$ cat src/hdl/pif_pkg.sv
// Purpose: Constants for the peripheral interrupt flag register block.
// Assumes: APB slave with 32-bit data, one register word.
// Notes:   Field positions follow the flag order from bit 7 down to bit 0.
package pif_pkg;
    localparam logic [11:0] PIF_FLAGS_ADDR     = 12'h00C;
    localparam logic [7:0]  PIF_FLAGS_RESET    = 8'h00;
    localparam int          PIF_BIT_SLAVE_PORT = 7;
    localparam int          PIF_BIT_CONV_DONE  = 6;
    localparam int          PIF_BIT_RX_FULL    = 5;
    localparam int          PIF_BIT_TX_EMPTY   = 4;
    localparam int          PIF_BIT_SYNC_SER   = 3;
    localparam int          PIF_BIT_CAP_CMP    = 2;
    localparam int          PIF_BIT_TIMER_TWO  = 1;
    localparam int          PIF_BIT_TIMER_ONE  = 0;
    // Bits software may clear; the two serial buffer bits are live status.
    localparam logic [7:0]  PIF_WRITABLE_MASK  = 8'hCF;
    localparam logic [1:0]  PIF_CCP_CAPTURE    = 2'h0;
    localparam logic [1:0]  PIF_CCP_COMPARE    = 2'h1;
    localparam logic [1:0]  PIF_CCP_PWM        = 2'h2;
endpackage : pif_pkg

$ cat src/hdl/pif_flags.sv
// Purpose: Peripheral interrupt flag register behind an APB slave.
// Assumes: Event inputs are one-cycle pulses from logic on pclk.
// Notes:   Serial buffer levels arrive from pclk logic and need no synchroniser.
`timescale 1ns/100ps

// Operation
// - Flags set on their condition regardless of any enable bit.
// - Register at address 0x0C, eight bits, resets to zero.
// - Bits 7..0: slave port, conversion, rx, tx, sync serial, ccp1, timer2, timer1.
// - Bit 7 sets on a parallel slave port access, held until cleared.
// - Bit 6 sets on conversion done, held until cleared.
// - Bit 5 mirrors receive buffer full; read only.
// - Bit 4 mirrors transmit buffer empty; read only.
// - Bit 2 sets on capture or compare per mode; unused in PWM.
module pif_flags (
    input  wire logic        pclk,
    input  wire logic        presetn,
    input  wire logic        psel,
    input  wire logic        penable,
    input  wire logic        pwrite,
    input  wire logic [11:0] paddr,
    input  wire logic [31:0] pwdata,
    input  wire logic [3:0]  pstrb,
    output logic      [31:0] prdata,
    output logic             pready,
    output logic             pslverr,
    input  wire logic        slave_port_access,
    input  wire logic        conversion_done,
    input  wire logic        serial_rx_full,
    input  wire logic        serial_tx_empty,
    input  wire logic        sync_serial_event,
    input  wire logic [1:0]  ccp_mode,
    input  wire logic        ccp_capture,
    input  wire logic        ccp_compare,
    input  wire logic        timer_two_match,
    input  wire logic        timer_one_overflow,
    output logic      [7:0]  peripheral_irq_flags
);

    // ----------------------------------------------------------------
    // Helper functions
    // ----------------------------------------------------------------
    // Places the two live serial buffer levels over a stored flag byte.
    function automatic logic [7:0] pif_overlay_live(
        input logic [7:0] stored,
        input logic       rx_full,
        input logic       tx_empty
    );
        logic [7:0] result;
        result                            = stored;
        result[pif_pkg::PIF_BIT_RX_FULL]  = rx_full;
        result[pif_pkg::PIF_BIT_TX_EMPTY] = tx_empty;
        return result;
    endfunction : pif_overlay_live

    // Next value of one writable flag; a set in the same cycle beats a clear.
    function automatic logic pif_flag_step(
        input logic current,
        input logic set_pulse,
        input logic write_commit,
        input logic write_bit
    );
        logic kept;
        kept = current;
        if (write_commit && !write_bit) begin
            kept = 1'b0;
        end
        return kept | set_pulse;
    endfunction : pif_flag_step

    // True when the bus address selects the flag register.
    function automatic logic pif_addr_hit(
        input logic [11:0] addr
    );
        return (addr == pif_pkg::PIF_FLAGS_ADDR);
    endfunction : pif_addr_hit

    // ----------------------------------------------------------------
    // Event collection
    // ----------------------------------------------------------------
    logic [7:0] set_vec;
    logic       ccp_event;

    always_comb begin
        case (ccp_mode)
            pif_pkg::PIF_CCP_CAPTURE: ccp_event = ccp_capture;
            pif_pkg::PIF_CCP_COMPARE: ccp_event = ccp_compare;
            default:                  ccp_event = 1'b0;
        endcase
        set_vec                                = 8'h00;
        set_vec[pif_pkg::PIF_BIT_SLAVE_PORT]   = slave_port_access;
        set_vec[pif_pkg::PIF_BIT_CONV_DONE]    = conversion_done;
        set_vec[pif_pkg::PIF_BIT_SYNC_SER]     = sync_serial_event;
        set_vec[pif_pkg::PIF_BIT_CAP_CMP]      = ccp_event;
        set_vec[pif_pkg::PIF_BIT_TIMER_TWO]    = timer_two_match;
        set_vec[pif_pkg::PIF_BIT_TIMER_ONE]    = timer_one_overflow;
    end

    // ----------------------------------------------------------------
    // Flag register and APB slave
    // ----------------------------------------------------------------
    logic [7:0]  flags_reg;
    logic [7:0]  flags_next;
    logic [7:0]  view_reg;
    logic [7:0]  view_next;
    logic [31:0] prdata_reg;
    logic [31:0] prdata_next;
    logic        pready_reg;
    logic        pready_next;
    logic        pslverr_reg;
    logic        pslverr_next;
    logic        hit;
    logic        access;
    logic        wr;
    logic [7:0]  rd_val;

    // ----------------------------------------------------------------
    // Bus decode
    // ----------------------------------------------------------------
    // The first access edge only arms the answer; a write lands at the
    // edge where the master samples pready high, so it cannot land twice.
    always_comb begin
        access = psel && penable && !pready_reg;
        hit    = pif_addr_hit(paddr);
        wr     = psel && penable && pready_reg && pwrite && hit && pstrb[0];
    end

    // ----------------------------------------------------------------
    // Flag next values
    // ----------------------------------------------------------------
    always_comb begin
        flags_next = flags_reg;
        flags_next[pif_pkg::PIF_BIT_SLAVE_PORT] = pif_flag_step(
            flags_reg[pif_pkg::PIF_BIT_SLAVE_PORT],
            set_vec[pif_pkg::PIF_BIT_SLAVE_PORT],
            wr,
            pwdata[pif_pkg::PIF_BIT_SLAVE_PORT]
        );
        flags_next[pif_pkg::PIF_BIT_CONV_DONE] = pif_flag_step(
            flags_reg[pif_pkg::PIF_BIT_CONV_DONE],
            set_vec[pif_pkg::PIF_BIT_CONV_DONE],
            wr,
            pwdata[pif_pkg::PIF_BIT_CONV_DONE]
        );
        flags_next[pif_pkg::PIF_BIT_SYNC_SER] = pif_flag_step(
            flags_reg[pif_pkg::PIF_BIT_SYNC_SER],
            set_vec[pif_pkg::PIF_BIT_SYNC_SER],
            wr,
            pwdata[pif_pkg::PIF_BIT_SYNC_SER]
        );
        flags_next[pif_pkg::PIF_BIT_CAP_CMP] = pif_flag_step(
            flags_reg[pif_pkg::PIF_BIT_CAP_CMP],
            set_vec[pif_pkg::PIF_BIT_CAP_CMP],
            wr,
            pwdata[pif_pkg::PIF_BIT_CAP_CMP]
        );
        flags_next[pif_pkg::PIF_BIT_TIMER_TWO] = pif_flag_step(
            flags_reg[pif_pkg::PIF_BIT_TIMER_TWO],
            set_vec[pif_pkg::PIF_BIT_TIMER_TWO],
            wr,
            pwdata[pif_pkg::PIF_BIT_TIMER_TWO]
        );
        flags_next[pif_pkg::PIF_BIT_TIMER_ONE] = pif_flag_step(
            flags_reg[pif_pkg::PIF_BIT_TIMER_ONE],
            set_vec[pif_pkg::PIF_BIT_TIMER_ONE],
            wr,
            pwdata[pif_pkg::PIF_BIT_TIMER_ONE]
        );
        // The serial buffer bits are never stored; they are shown live.
        flags_next[pif_pkg::PIF_BIT_RX_FULL]  = 1'b0;
        flags_next[pif_pkg::PIF_BIT_TX_EMPTY] = 1'b0;
    end

    // ----------------------------------------------------------------
    // Visible and readable views
    // ----------------------------------------------------------------
    always_comb begin
        view_next = pif_overlay_live(flags_next, serial_rx_full, serial_tx_empty);
        rd_val    = pif_overlay_live(flags_reg, serial_rx_full, serial_tx_empty);
    end

    // ----------------------------------------------------------------
    // Bus response
    // ----------------------------------------------------------------
    always_comb begin
        pready_next  = access;
        pslverr_next = access && !hit;
        prdata_next  = 32'h0000_0000;
        if (access && !pwrite && hit) begin
            prdata_next = {24'h00_0000, rd_val};
        end
    end

    // ----------------------------------------------------------------
    // Flag and view registers
    // ----------------------------------------------------------------
    always_ff @(posedge pclk or negedge presetn) begin
        if (!presetn) begin
            flags_reg <= pif_pkg::PIF_FLAGS_RESET;
            view_reg  <= pif_pkg::PIF_FLAGS_RESET;
        end else begin
            flags_reg <= flags_next;
            view_reg  <= view_next;
        end
    end

    // ----------------------------------------------------------------
    // Bus response registers
    // ----------------------------------------------------------------
    always_ff @(posedge pclk or negedge presetn) begin
        if (!presetn) begin
            prdata_reg  <= 32'h0000_0000;
            pready_reg  <= 1'b0;
            pslverr_reg <= 1'b0;
        end else begin
            prdata_reg  <= prdata_next;
            pready_reg  <= pready_next;
            pslverr_reg <= pslverr_next;
        end
    end

    // ----------------------------------------------------------------
    // Outputs
    // ----------------------------------------------------------------
    assign prdata               = prdata_reg;
    assign pready               = pready_reg;
    assign pslverr              = pslverr_reg;
    assign peripheral_irq_flags = view_reg;

endmodule : pif_flags

$ cat config.mk
export PLATFORM = sky130hd
export DESIGN_NAME = pif_flags
export DESIGN_NICKNAME = d
export VERILOG_FILES = /design/src/hdl/pif_pkg.sv /design/src/hdl/pif_flags.sv
export SDC_FILE = /design/constraint.sdc
export NUM_CORES = 1
export LEC_CHECK = 0
export ABC_CLOCK_PERIOD_IN_PS = 1300
export BUFFER_PORTS_ARGS = -buffer_cell sky130_fd_sc_hd__clkbuf_2
export CORE_MARGIN = 3
export CORE_UTILIZATION = 31
export CTS_BUF_LIST = sky130_fd_sc_hd__clkbuf_8
export DETAILED_ROUTE_END_ITERATION = 7
export PLACE_DENSITY_LB_ADDON = 0.25
export SYNTH_ARGS = -nofsm -noshare
export SYNTH_HDL_FRONTEND = slang
export SYNTH_SLANG_ARGS = --single-unit
$ cat constraint.sdc
create_clock -name pclk -period 1.3 [get_ports pclk]
set_input_delay 0.13 -clock pclk [delete_from_list [all_inputs] [get_ports pclk]]
set_output_delay 0.13 -clock pclk [all_outputs]
set_load 0.05 [all_outputs]
Word-level counts from Yosys, hierarchy flattened --
Cells that the tools add are included.
Storage, ports and cells: logic and storage cells 46, register bits after elaboration 48, output and inout port bits 42
Cells by class: reduce and logical (&&, ||, !) cells 25, equal/unequal tests 2, mux-type cells 8, bitwise gates (word level) 6
Operator list (count):
- 1-bit logical AND | 15
- 12-bit by 4-bit == test with 1-bit output, second input constant | 1
- 1-bit zero test | 9
- 8-bit 2-to-1 mux | 1
- 1-bit 2-to-1 mux | 6
- 1-bit bitwise OR | 6
- 2-bit by 1-bit == test with 1-bit output, second input constant | 1
- 2-bit zero test | 1
- 1-bit case mux with 2 select lines | 1

Longest topological paths before layout --
Gate-level depths: netlist of the first run.
depth in word-level cells 8, depth in mapped cells 5

Worst setup path after synthesis of the first run --
Ideal clock, no wire load.
path kind register to register, from reg pready_reg (netlist: pready), to reg prdata_reg[0] (netlist: prdata[0]), period minus slack after synthesis 1.716 ns, data required time 1.219 ns, data arrival time 1.635 ns, buffers on the path 1, cell stages (with the launch flop) 5, setup slack -0.416 ns, cells stage by stage dfrtp_1 nand3b_1 or4b_4 buf_6 nor3b_2
Between the ends: cells in the longest elaborated chain, start to end 5
RTL lines:
- start: declaration | RTL line pif_flags.sv:108 | logic pready_reg;
- start signal: assignment | RTL line pif_flags.sv:217 | pready_reg <= pready_next;
- 1-bit zero test | RTL line pif_flags.sv:123 | access = psel && penable && !pready_reg;
- 1-bit logical AND | RTL line pif_flags.sv:123
- 1-bit logical AND (2 in a row) | RTL line pif_flags.sv:189 | if (access && !pwrite && hit) begin
- 8-bit 2-to-1 mux | RTL line pif_flags.sv:189
- via prdata_next[0] | RTL line pif_flags.sv:107 | logic [31:0] prdata_next;
- end signal: assignment | RTL line pif_flags.sv:216 | prdata_reg <= prdata_next;
- end: declaration | RTL line pif_flags.sv:106 | logic [31:0] prdata_reg;
The timed path passes the listed nets, and every way through them passes these cells.

Final worst setup path of the first run --
from reg pready_reg (netlist: pready), to reg prdata_reg[6] (netlist: prdata[6])
Same word-level chain as after synthesis.

==> results of run 1 <==
==> tightest hold or removal path: stages <==
cell and delay [ps]:
clkbuf_2 90, nor2_1 80, a31oi_1 40
==> area by class of cell <==
cell class              count  area share
flip-flops and latches     18       0.364
multi-input cells          60       0.291
repair buffers             60       0.264
clock buffers               4      0.0443
well taps                  31      0.0312
inverters                   2     0.00604
==> power breakdown <==
group | leakage [nW] | internal (mW) | switching [mW] | total, mW
sequential | 0.212 | 0.567 | 0.00208 | 0.569
clock | 0.0288 | 0.269 | 0.183 | 0.452
combinational | 0.430 | 0.0648 | 0.221 | 0.286
total | 0.671 | 0.901 | 0.406 | 1.31
==> routing by layer <==
metal  track usage  up-vias
met5             0        -
met4        0.0650        0
met3        0.0213        5
met2         0.203       55
met1         0.124      330
li1              -      358
==> cells by family after synthesis <==
group	Yosys count	synth area share
multiplexers	1	0.0107
flip-flops	18	0.483
other	1	0.00402
AND/OR/NAND/NOR	26	0.219
buffers and inverters	29	0.221
AO/OA/AOI/OAI	9	0.0617
==> Yosys cell counts (all sizes together) <==
master / n
and4: 1
nor2: 11
conb: 1
a21oi: 1
mux2i: 1
o21ai: 1
nand3b: 1
and3: 1
or4b: 1
nor3b: 7
inv: 2
nor3: 1
or4: 1
nand4bb: 1
buf: 25
a2bb2oi: 1
nor4: 1
dfrtp: 18
clkbuf: 2
a31oi: 5
o211ai: 1
==> per-stage QoR <==
stage | hold slack, ps | utilization | area [um^2]
2_1_floorplan | -166 | - | 1020
3_5_place_dp | 88.9 | 0.410 | 1150
4_1_cts | 110 | 0.443 | 1240
5_1_grt | 123 | 0.443 | 1240
6_report | 117 | 0.443 | 1240
3_3_place_gp | 84.9 | 0.410 | 1150
==> worst max-delay path by stage <==
stage | startpoint | end | slack, ps | cells past startpoint
after floorplan | pready$_DFF_PN0_ | prdata[0]$_DFF_PN0_ | -300 | 4
after global routing | pready$_DFF_PN0_ | prdata[3]$_DFF_PN0_ | -230 | 3
after detailed placement | paddr[9] | prdata[0]$_DFF_PN0_ | -370 | 4
final | pready$_DFF_PN0_ | prdata[6]$_DFF_PN0_ | -170 | 3
after global placement | paddr[9] | prdata[3]$_DFF_PN0_ | -340 | 4
after CTS | pready$_DFF_PN0_ | prdata[6]$_DFF_PN0_ | -210 | 3
==> what timing repair did <==
item / CTS / global route
hold buffers: 3 / 0
endpoints found under the setup margin: 8 / 8
pin swaps: 2 / 2
hold endpoints to repair: 20 / 0
buffers inserted: 1 / 0
==> results.json, run 1 <==
{
  "cts_sinks": 18,
  "final_cells": 175,
  "coreArea_um2": 2810,
  "seq_area_um2": 452,
  "antenna_left": 0,
  "drive_above_1_share": 0.500,
  "synthTopCellsByArea": "dfrtp_1, buf_4, nor3b_2",
  "wl_met3_um": 238,
  "grt_max_degree": 19,
  "die-area_um2": 3700,
  "cts_max_path_buffers": 2,
  "ys_types": 22,
  "wl_met1_um": 752,
  "cpPeakStageDelay_ps": 630,
  "synth_area_per_cell_um2": 11.1,
  "post_cts_resized": 0,
  "top_layer": "met4",
  "period_minus_slack_ps": 1470,
  "yosysSeqAreaShare": 0.483,
  "finalWorstSetupSlack_ps": -174,
  "grt.overflow.total": 0,
  "fin_skew_ps": 1.57,
  "hpwlAfterDp_um": 1680,
  "grt_pass1_vias": 687,
  "routed_wl_um": 2060,
  "r2r_slack_ps": -170,
  "rsz0062_at_grt": "yes",
  "post-route-period-util": 1.13,
  "multi_input_area_um2": 362,
  "tns_ps": -1240,
  "maxCapViolCount": 0,
  "drt_iter0_drc": 10,
  "diodes": 0,
  "finalMaxSlewViolations": 0,
  "crit_buf_inv": 0,
  "fin_total_pwr_mw": 1.31,
  "gp_congestion": 0.683,
  "pre_cts_ws_ps": -368,
  "grt_first_pass_wirelength_um": 2980,
  "drc": 0,
  "critical_path.max_fanout": 8,
  "htreeDepth": 1,
  "ctsRootBufferMaster": "clkbuf_8",
  "synth_warnings": 0,
  "io_pins": 106,
  "final_nets": 209,
  "cts_tree": "built",
  "ir_drop_v": 0.000382,
  "die_w_um": 60.8,
  "cp-end-kind": "flip-flop",
  "synthesis.area_um2": 932,
  "hold_class": "primary input to flip-flop",
  "yosys.area.top_type": "dfrtp_1",
  "yosysTopAreaCellShare": 0.483,
  "finalHoldViolCount": 0,
  "area_growth_pct": 33.3,
  "critPathLaunchType": "flip-flop",
  "worstRegToRegCells": 3,
  "cp.required_ps": 1480,
  "antenna_found_initial": 0,
  "path_class": "flip-flop to flip-flop",
  "violations": "negative setup slack",
  "firstDrtPassIters": 4,
  "grtUsageTotal": 0.113,
  "cts_made_buffers": 3,
  "max_freq_ghz": 0.679,
  "crit_family": "simple AND/OR/NAND/NOR gates",
  "hold_start": "slave_port_access",
  "routedWlPerCell_um": 11.8,
  "die_h_um": 60.8,
  "wl_met2_um": 1020,
  "status": "finished, violations left",
  "crit_chain": "nand3b_1 > or4b_4 > nor3b_2",
  "start_util": 0.332,
  "rows": 19,
  "crit_path_top_delay_cell": "or4b_4",
  "clkLatencyLatePin_ps": 250,
  "hold_depth": 3,
  "reg2reg_to": "prdata[6]$_DFF_PN0_",
  "largest_reg_flops": 8,
  "fillCellCount": 299,
  "route.vias.total": 748,
  "portBuffers": 52,
  "clk_pin_slew_ps": 60,
  "dp_cells": 167,
  "cellPowerDensity_nw_per_um2": 1050,
  "setup_viol_count_final": 8,
  "vias_per_cell": 4.27,
  "layout_commonest_cell": "clkbuf_2",
  "r2r-start": "pready$_DFF_PN0_",
  "hold_end": "flags_reg[7]$_DFF_PN0_",
  "final_cell_mix": "clkbuf_2, conb_1, dfrtp_1",
  "cp.arrival_ps": 1650,
  "syn_inst": 84,
  "ys_seq_elements": 18,
  "p_leak_nw": 0.671
}
Note: power is estimated with default switching activity, not from simulation.
==> run 2, diff against run 1 <==
- BUFFER_PORTS_ARGS: -buffer_cell sky130_fd_sc_hd__clkbuf_2 -> -buffer_cell sky130_fd_sc_hd__buf_2
- CORE_UTILIZATION: 31 -> 30
- CTS_BUF_LIST: sky130_fd_sc_hd__clkbuf_8 -> not set
==> results.json, run 2 (synthesis results as in run 1) <==
{
  "grt_first_pass_wirelength_um": 2810,
  "portBuffers": 52,
  "path_class": "flip-flop to flip-flop",
  "largest_reg_flops": 8,
  "fin_skew_ps": 1.93,
  "cts_made_buffers": 3,
  "rows": 19,
  "final_util": 0.434,
  "start_util": 0.327,
  "area_growth_pct": 32.9,
  "final_cells": 177,
  "post_cts_resized": 0,
  "rsz0062_at_grt": "yes",
  "clk_pin_slew_ps": 100,
  "post-route-period-util": 1.14,
  "antenna_found_initial": 0,
  "finalHoldViolCount": 0,
  "clkLatencyLatePin_ps": 280,
  "ctsRootBufferMaster": "clkbuf_4",
  "routedWlPerCell_um": 10.8,
  "htreeDepth": 1,
  "final_nets": 211,
  "grtUsageTotal": 0.101,
  "finalMaxSlewViolations": 0,
  "drt_iter0_drc": 16,
  "layout_commonest_cell": "buf_2",
  "die_w_um": 61.7,
  "setup_viol_count_final": 8,
  "final_cell_mix": "buf_2, conb_1, dfrtp_1",
  "firstDrtPassIters": 4,
  "gp_congestion": 0.639,
  "violations": "negative setup slack",
  "route.vias.total": 741,
  "cts_sinks": 18,
  "ir_drop_v": 0.000354,
  "grt.overflow.total": 0,
  "antenna_left": 0,
  "cellPowerDensity_nw_per_um2": 956,
  "hold_class": "primary input to flip-flop",
  "r2r_slack_ps": -180,
  "cp-end-kind": "flip-flop",
  "diodes": 0,
  "p_leak_nw": 0.664,
  "maxCapViolCount": 0,
  "drive_above_1_share": 0.507,
  "fillCellCount": 273,
  "coreArea_um2": 2850,
  "grt_max_degree": 19,
  "max_freq_ghz": 0.677,
  "cp.required_ps": 1510,
  "die_h_um": 61.7,
  "seq_area_um2": 452,
  "routed_wl_um": 1920,
  "critPathLaunchType": "flip-flop",
  "io_pins": 106,
  "die-area_um2": 3810,
  "drc": 0,
  "cts_max_path_buffers": 2,
  "critical_path.max_fanout": 8,
  "cts_tree": "built",
  "dp_cells": 169,
  "grt_pass1_vias": 647,
  "vias_per_cell": 4.19,
  "hpwlAfterDp_um": 1610,
  "cp.arrival_ps": 1690,
  "status": "finished, violations left",
  "multi_input_area_um2": 362,
  "finalWorstSetupSlack_ps": -178,
  "period_minus_slack_ps": 1480
}
[run 2: changes by cell type in the layout (fill, tap and decap cells not counted), sizes merged]
cell / previous run / this run
clkbuf: 56 / 4
buf: 5 / 59
[run 2: final cells by class]
class,instances,area share
tap,31,0.0313
multi-input combinational,60,0.292
clock buffer,4,0.0293
timing repair buffer,62,0.277
sequential,18,0.365
inverter,2,0.00606
[run 2: per-stage QoR]
stage | setup TNS (ps) | worst slack (ps) | power (mW) | area (um^2) | hold WS, ps
after CTS | -1480 | -203 | 1.20 | 1240 | 79.0
final | -1270 | -178 | 1.18 | 1240 | 96.3
after global routing | -1700 | -243 | 1.25 | 1240 | 80.2
after floorplan | -2380 | -304 | 0.833 | 1020 | -166
after global placement | -3150 | -346 | 0.854 | 1160 | 68.5
after detailed placement | -3350 | -376 | 0.857 | 1160 | 77.8
[run 2: worst max-delay path, stage by stage (launching register included)]
cell and delay, ps:
dfrtp_2 410, nand3b_1 180, or4b_4 620, nor3b_2 200
[run 2: power breakdown]
part           switching [mW]  total (mW)  internal (mW)  leakage, nW
Combinational           0.220       0.287         0.0666        0.431
Sequential            0.00174       0.568          0.566        0.212
Clock                   0.159       0.330          0.170       0.0210
[run 2: worst paths after layout]
path / start / to / depth (start not counted)
setup / recovery: pready$_DFF_PN0_ / prdata[7]$_DFF_PN0_ / 3
hold / removal: pwdata[2] / peripheral_irq_flags[2]$_DFF_PN0_ / 3
setup reg to reg: pready$_DFF_PN0_ / prdata[7]$_DFF_PN0_ / 3
hold reg to reg: peripheral_irq_flags[6]$_DFF_PN0_ / prdata[6]$_DFF_PN0_ / 1
max in group asynchronous: presetn / pready$_DFF_PN0_ / 2
min in group asynchronous: presetn / prdata[1]$_DFF_PN0_ / 2
[run 2: routing by layer]
| metal | GRT usage | wire length, um |
|---|---|---|
| met5 | 0 | 0 |
| met3 | 0.0248 | 275 |
| met1 | 0.115 | 722 |
| met4 | 0.0455 | 4 |
| met2 | 0.179 | 917 |
[run 2: timing repair]
| action | in CTS | in global routing |
|---|---|---|
| endpoints found under the setup margin | 8 | 8 |
| pin swaps | 1 | 2 |
| setup buffers | 1 | 0 |
| endpoints found under the hold margin | 20 | 0 |
| hold buffers | 3 | 0 |
